File: src/bir_pkg.sv
// package for the board interrupt routing block: port input map,
// polarity masks and the carrier structs shared by both design files.
// assumes a single 50 MHz core clock and synchronous active-high reset.
package bir_pkg;

	localparam int unsigned BIR_PORT_W = 32;
	localparam int unsigned BIR_SRC_W = 16;

	// port input bit positions
	localparam int unsigned BIR_GP_SERIAL = 0;
	localparam int unsigned BIR_GP_ABORT = 2;
	localparam int unsigned BIR_GP_CLOCK_THERM = 3;
	localparam int unsigned BIR_GP_IO_MODULE = 5;
	localparam int unsigned BIR_GP_WATCHDOG = 6;
	localparam int unsigned BIR_GP_PHY = 7;
	localparam int unsigned BIR_GP_SLOT_BASE = 16;
	localparam int unsigned BIR_GP_BRIDGE_BASE = 20;
	localparam int unsigned BIR_GP_GROUP_N = 4;

	// inputs that take part as level interrupt sources
	localparam logic [31:0] BIR_SRC_MASK = 32'h00ff_00ed;
	// sources whose active level is high; all other sources are active low
	localparam logic [31:0] BIR_HIGH_MASK = 32'h0000_0021;
	// unused inputs, pulled high on the board
	localparam logic [31:0] BIR_UNUSED_MASK = 32'hc000_0012;
	// reserved inputs, never sources
	localparam logic [31:0] BIR_RESERVED_MASK = 32'h0f00_0000;

	// routing destinations; both share the pending set
	localparam int unsigned BIR_DEST_N = 2;

	localparam logic [31:0] BIR_PEND_RST = 32'h0000_0000;

	// named view of the fourteen live sources and two spare bits
	typedef struct packed
	{
		logic [3:0] bridge_local_irq;
		logic [3:0] slot_irq;
		logic phy_irq;
		logic watchdog_nonmaskable;
		logic io_module;
		logic clock_therm;
		logic abort_switch;
		logic serial_port;
		logic [1:0] spare;
	} bir_src_t;

	typedef struct packed
	{
		logic cpu_irq;
		logic pci_irq;
	} bir_route_t;

	// true level of a port input, after its polarity is applied
	function automatic logic [31:0] bir_active(input logic [31:0] pins);
		bir_active = (pins ~^ BIR_HIGH_MASK) & BIR_SRC_MASK;
	endfunction

endpackage

File: src/bir_sync.sv
// two-stage synchroniser bank for the general-purpose port inputs.
// assumes the pins are asynchronous to core_clk_i.
`timescale 1ns/1ps
module bir_sync
(
	input wire logic core_clk_i,
	input wire logic srst_i,
	input wire logic [bir_pkg::BIR_PORT_W-1:0] pin_i,
	output logic [bir_pkg::BIR_PORT_W-1:0] sync_o
);
	import bir_pkg::*;

	logic [BIR_PORT_W-1:0] meta_ff;
	logic [BIR_PORT_W-1:0] sync_ff;

	////////////////////////////////////////////////////////////////////////
	// reset to each pin's idle level, so no false request follows reset
	always_ff @(posedge core_clk_i)
	begin
		if (srst_i)
		begin
			meta_ff <= ~BIR_HIGH_MASK;
			sync_ff <= ~BIR_HIGH_MASK;
		end
		else
		begin
			meta_ff <= pin_i;
			sync_ff <= meta_ff;
		end
	end

	assign sync_o = sync_ff;
endmodule

File: src/bir_top.sv
// board interrupt routing: samples the general-purpose port inputs,
// applies each source's level polarity and routes to cpu and pci.
// assumes asynchronous pins, one 50 MHz clock, sync active-high reset.
// limitation: a level shorter than one clock may never be seen.
// no source latches, so software never clears anything here;
// the enables gate the routes only, pending shows raw levels.
// the watchdog request bypasses both enables on purpose.
// every output is a flop, so each lags its pin by three edges.
//
// What this block does
// - route requests toward cpu and pci
// - pending state readable at cpu side
// - external sources only via port inputs
// - input 0 active high, serial ports
// - inputs 1,4,30,31 unused, pulled high
// - inputs 2,6,7 active low
// - input 5 active high io module
// - inputs 16-19 active low slot lines
// - inputs 20-23 active low bridge lines
// - inputs 24-27 reserved, never sources
`timescale 1ns/1ps
module bir_top
(
	input wire logic core_clk_i,
	input wire logic srst_i,
	input wire logic [bir_pkg::BIR_PORT_W-1:0] general_port_input_i,
	input wire logic cpu_int_en_i,
	input wire logic pci_int_en_i,
	output logic [bir_pkg::BIR_PORT_W-1:0] pending_o,
	output bir_pkg::bir_src_t src_o,
	output bir_pkg::bir_route_t route_o,
	output logic nonmaskable_o
);
	import bir_pkg::*;

	logic [BIR_PORT_W-1:0] pin_sync;
	logic [BIR_PORT_W-1:0] pend_ff;
	logic [BIR_PORT_W-1:0] nxt_pend;
	bir_src_t src_ff;
	bir_src_t nxt_src;
	bir_route_t route_ff;
	bir_route_t nxt_route;
	logic nmi_ff;
	logic any_pend;
	logic nxt_nmi;

	////////////////////////////////////////////////////////////////////////
	// pins sampled into core clock
	// two flops per pin; only the second is read by logic
	bir_sync u_sync
	(
		.core_clk_i(core_clk_i),
		.srst_i(srst_i),
		.pin_i(general_port_input_i),
		.sync_o(pin_sync)
	);

	////////////////////////////////////////////////////////////////////////
	// polarity and source selection
	// each source outside the slot and bridge groups of four is decoded on its own so a board change to one line
	// touches one statement; nothing else may reach the pending set
	function automatic logic bir_high_level
	(
		input logic [BIR_PORT_W-1:0] pins,
		input int unsigned pos
	);
		bir_high_level = pins[pos];
	endfunction

	function automatic logic bir_low_level
	(
		input logic [BIR_PORT_W-1:0] pins,
		input int unsigned pos
	);
		bir_low_level = ~pins[pos];
	endfunction

	function automatic logic [BIR_GP_GROUP_N-1:0] bir_low_group
	(
		input logic [BIR_PORT_W-1:0] pins,
		input int unsigned base
	);
		bir_low_group = ~pins[base +: BIR_GP_GROUP_N];
	endfunction

	always_comb
	begin
		nxt_pend = BIR_PEND_RST;
		nxt_pend[BIR_GP_SERIAL] =
			bir_high_level(pin_sync, BIR_GP_SERIAL);
		// abort, watchdog and phy lines, active low
		nxt_pend[BIR_GP_ABORT] =
			bir_low_level(pin_sync, BIR_GP_ABORT);
		nxt_pend[BIR_GP_WATCHDOG] =
			bir_low_level(pin_sync, BIR_GP_WATCHDOG);
		nxt_pend[BIR_GP_PHY] =
			bir_low_level(pin_sync, BIR_GP_PHY);
		// clock and thermostat share one low line
		nxt_pend[BIR_GP_CLOCK_THERM] =
			bir_low_level(pin_sync, BIR_GP_CLOCK_THERM);
		nxt_pend[BIR_GP_IO_MODULE] =
			bir_high_level(pin_sync, BIR_GP_IO_MODULE);
		// slot lines, each shared with the rotated slot
		nxt_pend[BIR_GP_SLOT_BASE +: BIR_GP_GROUP_N] =
			bir_low_group(pin_sync, BIR_GP_SLOT_BASE);
		// bridge local lines, shared with the carrier
		nxt_pend[BIR_GP_BRIDGE_BASE +: BIR_GP_GROUP_N] =
			bir_low_group(pin_sync, BIR_GP_BRIDGE_BASE);
		nxt_pend = nxt_pend & ~(BIR_UNUSED_MASK | BIR_RESERVED_MASK);
		// the polarity table bounds what may show
		nxt_pend = nxt_pend & bir_active(pin_sync);
	end

	always_ff @(posedge core_clk_i)
	begin
		if (srst_i)
		begin
			pend_ff <= BIR_PEND_RST;
		end
		else
		begin
			pend_ff <= nxt_pend;
		end
	end

	////////////////////////////////////////////////////////////////////////
	// named view; bridge lines pass through as its own map sets them
	always_comb
	begin
		nxt_src = '0;
		nxt_src.serial_port = nxt_pend[BIR_GP_SERIAL];
		nxt_src.abort_switch = nxt_pend[BIR_GP_ABORT];
		nxt_src.clock_therm = nxt_pend[BIR_GP_CLOCK_THERM];
		nxt_src.io_module = nxt_pend[BIR_GP_IO_MODULE];
		nxt_src.watchdog_nonmaskable = nxt_pend[BIR_GP_WATCHDOG];
		nxt_src.phy_irq = nxt_pend[BIR_GP_PHY];
		nxt_src.slot_irq = nxt_pend[BIR_GP_SLOT_BASE +: BIR_GP_GROUP_N];
		// bridge lines, mapping is bridge side
		nxt_src.bridge_local_irq =
			nxt_pend[BIR_GP_BRIDGE_BASE +: BIR_GP_GROUP_N];
	end

	always_ff @(posedge core_clk_i)
	begin
		if (srst_i)
		begin
			src_ff <= '0;
		end
		else
		begin
			src_ff <= nxt_src;
		end
	end

	////////////////////////////////////////////////////////////////////////
	// one wide or, shared by both routes
	always_comb
	begin
		any_pend = |nxt_pend;
	end

	// routing to both destinations
	always_comb
	begin
		// any pending source reaches each enabled target
		// cpu target
		nxt_route.cpu_irq = cpu_int_en_i & any_pend;
		// pci target
		nxt_route.pci_irq = pci_int_en_i & any_pend;
	end

	always_ff @(posedge core_clk_i)
	begin
		if (srst_i)
		begin
			route_ff <= '0;
		end
		else
		begin
			route_ff <= nxt_route;
		end
	end

	// watchdog decoded from its own pin, not via pending
	always_comb
	begin
		nxt_nmi = bir_low_level(pin_sync, BIR_GP_WATCHDOG);
	end

	// watchdog request is not gated by enables: it must always be seen
	always_ff @(posedge core_clk_i)
	begin
		if (srst_i)
		begin
			nmi_ff <= 1'b0;
		end
		else
		begin
			nmi_ff <= nxt_nmi;
		end
	end

	////////////////////////////////////////////////////////////////////////
	// outputs: every one comes straight from its own flop
	assign pending_o = pend_ff;
	assign src_o = src_ff;
	assign route_o = route_ff;
	assign nonmaskable_o = nmi_ff;
endmodule

File: config.mk
export PLATFORM = sky130hd
export DESIGN_NAME = bir_top
export DESIGN_NICKNAME = d
export VERILOG_FILES = /design/src/bir_pkg.sv /design/src/bir_sync.sv /design/src/bir_top.sv
export SDC_FILE = /design/constraint.sdc
export NUM_CORES = 1
export LEC_CHECK = 0
export ABC_AREA = 1
export BUFFER_PORTS_ARGS = -buffer_cell sky130_fd_sc_hd__buf_2
export CAP_MARGIN = 25
export CORE_ASPECT_RATIO = 0.9
export CORE_MARGIN = 2
export CORE_UTILIZATION = 42
export CTS_CLUSTER_SIZE = 28
export DETAILED_ROUTE_END_ITERATION = 6
export PLACE_DENSITY_LB_ADDON = 0.15
export SLEW_MARGIN = 20
export SYNTH_ARGS = -nofsm -noshare
export SYNTH_HDL_FRONTEND = slang
export SYNTH_SLANG_ARGS = --single-unit
File: constraint.sdc
create_clock -name core_clk_i -period 0.9 [get_ports core_clk_i]
set_input_delay 0.09 -clock core_clk_i [delete_from_list [all_inputs] [get_ports core_clk_i]]
set_output_delay 0.09 -clock core_clk_i [all_outputs]
set_load 0.01 [all_outputs]
# After elaboration in Yosys (flattened, before gate mapping)

Index checks and enable logic that the tools add are counted.

Output and inout port bits: 51
Bits of input ports: 36
Register bits: 99

Bitwise logic cells: 10
Reduce and logical (&&, ||, !) cells: 1

Operators by type and width:

| kind                | number |
|---|---|
| 32-bit OR reduction | 1 |
| 24-bit bitwise AND  | 1 |
| 22-bit inverter     | 1 |
| 4-bit inverter      | 2 |
| 1-bit inverter      | 4 |
| 1-bit bitwise AND   | 2 |

# Depth between registers and ports, before layout

Depth after elaboration: 4
Mapped depth: 5

# Cells and area by module

A second synthesis with hierarchy kept.

Cells, all modules: 288
Area total of the unflattened synthesis: 2571.2 um2

By module, submodules not included:

| module   | area each (um2) | seq. area each (um2) | instances | cells each |
|---|---|---|---|---|
| bir_sync | 1835.5          | 1281.2               | 1         | 199 |
| bir_top  | 735.7           | 320.3                | 1         | 89 |

# Worst setup path before layout

Ideal clock, no wire load.

Path type: register -> register
Start: register u_sync.sync_ff[20] (netlist: u_sync.sync_o[20])
End: register route_ff, in the netlist route_o[0]
Buffers on the path: 0
Slack: 152 ps
Arrival time: 633 ps
Cell stages (with the launch flop): 6
Data required time: 785 ps
Path through: dfxtp_1 -> nand2_1 -> nor2_1 -> nand2_1 -> nor2_1 -> nor2_1

Longest elaborated chain between the ends: 4
Elaborated cells on any way between the ends: 5
Classes of those cells: 4 x bitwise; 1 x reduce/logical

RTL lines:

| what                                                     | line           | RTL |
|---|---|---|
| start: declaration                                       | bir_sync.sv:14 | `logic [BIR_PORT_W-1:0] sync_ff;` |
| start signal: assignment                                 | bir_sync.sv:23 | `sync_ff <= ~BIR_HIGH_MASK;` |
| start signal: assignment                                 | bir_sync.sv:28 | `sync_ff <= meta_ff;` |
| 4-bit inverter / 22-bit inverter (equally long branches) | --             |  |
| 24-bit bitwise AND (*)                                   | bir_top.sv:111 | `nxt_pend = nxt_pend & bir_active(pin_sync);` |
| 32-bit OR reduction (*)                                  | bir_top.sv:159 | `any_pend = \|nxt_pend;` |
| 1-bit bitwise AND (*)                                    | bir_top.sv:169 | `nxt_route.pci_irq = pci_int_en_i & any_pend;` |
| end signal: assignment                                   | bir_top.sv:180 | `route_ff <= nxt_route;` |
| end: declaration                                         | bir_top.sv:41  | `bir_route_t route_ff;` |

Mark *: on every way between the ends. The rest lies on a longest branch, timed or not.
A chain may end at the register's enable or synchronous reset.

# Worst setup path after layout

Start: register u_sync.sync_ff[21] (netlist: u_sync.sync_o[21])
End: register route_ff, in the netlist route_o[0]

The elaborated chain is that of the path after synthesis.

==> results.ini <==
[outcome]
status = finished clean

[setup_path]
critPathMaxFanout = 2
critPathMaxStageDelay_ns = 0.33
required_ns = 1.08
cp.arrival_ns = 1.01
path_cells = nand2_1 -> nor2_1 -> nand2_1 -> nor2_1 -> nor2_1
worst_setup_path_end_kind = flip-flop
crit_path_top_delay_cell = dfxtp_1
critPathKind = flip-flop to flip-flop
cp-start-kind = flip-flop
crit_top_cell = nor2_1

[cts]
clk_latency_ns = 0.28
htree_levels = 2
clock-sinks = 44
cts_buffers = 5
cts_tree = done
cts_max_path_buffers = 2
cts_setup_buffers = 0
root_buffer = clkbuf_8
clk_pin_slew_ns = 0.07

[detailed_routing]
drtIter0Drc = 18
via_count = 934
via_per_inst = 3.80
antenna_left = 0
drc_errors = 0
totalWireLength_um = 1930
dr.pass1.iters = 4
wl_per_cell_um = 7.85

[pwr]
p_leak_nw = 0.934
peakVddDrop_mv = 1.10
switching_share = 0.208
pwr-share-seq = 0.582
power_density_nw_per_um2 = 1950
p_clk_frac = 0.337
switchingPower_uw = 732
power_frac_comb = 0.082
finalPower_mw = 3.53
intPower_mw = 2.80

[floorplanning]
row_count = 20
dieArea_um2 = 4070
core_area_um2 = 3400
start_util = 0.441
fp.dieH_um = 60.7
die_width_um = 67.0
io_pins = 87

[grt]
grt_pass1_vias = 751
grt_util_met1 = 0.119
grtUsageMet3 = 0.0390
grt_busiest_layer = met2
use_met2 = 0.164
grt_remaining_overflow = 0
grt_pass1_wl_um = 3040
grt_antenna_before_repair = 0
grtUsageTotal = 0.104
grt_max_degree = 19

[yosys]
synth_seq_area_share = 0.587
syn_avg_cell_area_um2 = 9.94
yosysUniqueCellTypes = 11
netlist_area_um2 = 1500
ys_ff_latch = 44
yosys_warnings = 0
syn_inst = 151

[final_layout]
fillers = 318
antenna_cells = 0
stdcell_count = 246
final_layout_size_suffix_gt1_frac = 0.307
layout_common_cells = buf_2, dfxtp_1, nor2_1
layout_commonest_cell = buf_2
synthToLayoutAreaGrowth_pct = 20.6
fin_nets = 237

[timing]
slew_violations = 0
setup_ws_ns = 0.0604
finalCritPeriodShare = 0.933
holdWs_ns = 0.0104
fin_crit_ns = 0.840
setup_tns_ns = 0
fin_skew_ns = 0.00351
setup_viol = 0
hold_viol = 0
fmax_ghz = 1.19
rsz0062_at_grt = no

[place]
hpwlAfterDp_um = 1420
dp_slack_ns = 0.0595
placedCellCount = 226
io_buffers = 48
routabilityCongestion = 0.623

[hold_path]
hp-class = input port to flip-flop

[flow_run]
cap_violations = 0

==> layer usage <==
metal / vias to the layer above / part of all wire
li1: 487 / -
met1: 395 / 0.42
met2: 48 / 0.46
met3: 4 / 0.10
met4: 0 / 0.018
met5: - / 0
==> critical path, delay by kind of cell, from the launching register on <==
family           cells  cell delay (ns)
DFF                  1             0.33
and+or+nand+nor      5             0.40
==> path summary, 6_finish.rpt <==
| path | from | end | slack [ns] | cells after the start |
|---|---|---|---|---|
| hold reg to reg | u_sync.meta_ff[2]$_SDFF_PP1_ | u_sync.sync_o[2]$_SDFF_PP1_ | 0.40 | 1 |
| setup reg to reg | u_sync.sync_o[21]$_SDFF_PP1_ | route_o[0]$_SDFF_PP0_ | 0.06 | 5 |
| setup / recovery | u_sync.sync_o[21]$_SDFF_PP1_ | route_o[0]$_SDFF_PP0_ | 0.06 | 5 |
| hold / removal | general_port_input_i[5] | u_sync.meta_ff[5]$_SDFF_PP0_ | 0.01 | 3 |
==> power groups by stage <==
stage	combinational [mW]	sequential [mW]	clock, mW
after floorplan	0.234	2.11	0
after global placement	0.247	2.10	0
after detailed placement	0.251	2.10	0
after CTS	0.290	2.05	1.23
after global routing	0.328	2.06	1.34
final	0.288	2.05	1.19
==> timing repair <==
| item | in CTS | in global routing |
|---|---|---|
| gates resized for setup | 0 | 1 |
| endpoints found under the hold margin | 12 | 0 |
| setup endpoints to repair | 0 | 3 |
| hold buffers | 12 | 0 |
==> state kept, by name, indices dropped and copies added, names as in the netlist <==
name and count:
pending_o 8, route_o 2, src_o 6, u_sync.meta_ff 14, u_sync.sync_o 14
==> logic make-up after synthesis <==
group	after synthesis	synth area share
buffers and inverters	48	0.225
AND/OR/NAND/NOR	58	0.186
other	1	0.00250
flip-flops	44	0.587
==> synthesized netlist by cell type <==
| cell type | instances | area share |
|---|---|---|
| or2_2 | 3 | 0.013 |
| nor2_1 | 24 | 0.060 |
| dfxtp_1 | 44 | 0.59 |
| nand3_1 | 1 | 0.0033 |
| buf_6 | 3 | 0.022 |
| conb_1 | 1 | 0.0025 |
| inv_2 | 1 | 0.0025 |
| buf_4 | 36 | 0.18 |
| nand2_1 | 9 | 0.022 |
| or2_1 | 21 | 0.088 |
| inv_1 | 8 | 0.020 |
==> layout make-up <==
class	instances	area, um^2	area share
Tap cell	44	55.1	0.0304
Timing Repair Buffer	63	395	0.218
Multi-Input combinational cell	78	354	0.196
Clock buffer	8	90.1	0.0498
Inverter	9	33.8	0.0187
Sequential cell	44	882	0.487
==> metrics by stage <==
step	instance area, um^2	utilization
detailed placement	1600	0.470
global placement	1600	0.470
finish	1810	0.532
floorplan	1570	-
global route	1810	0.532
CTS	1810	0.532
Power figures use the tool's default switching activity.
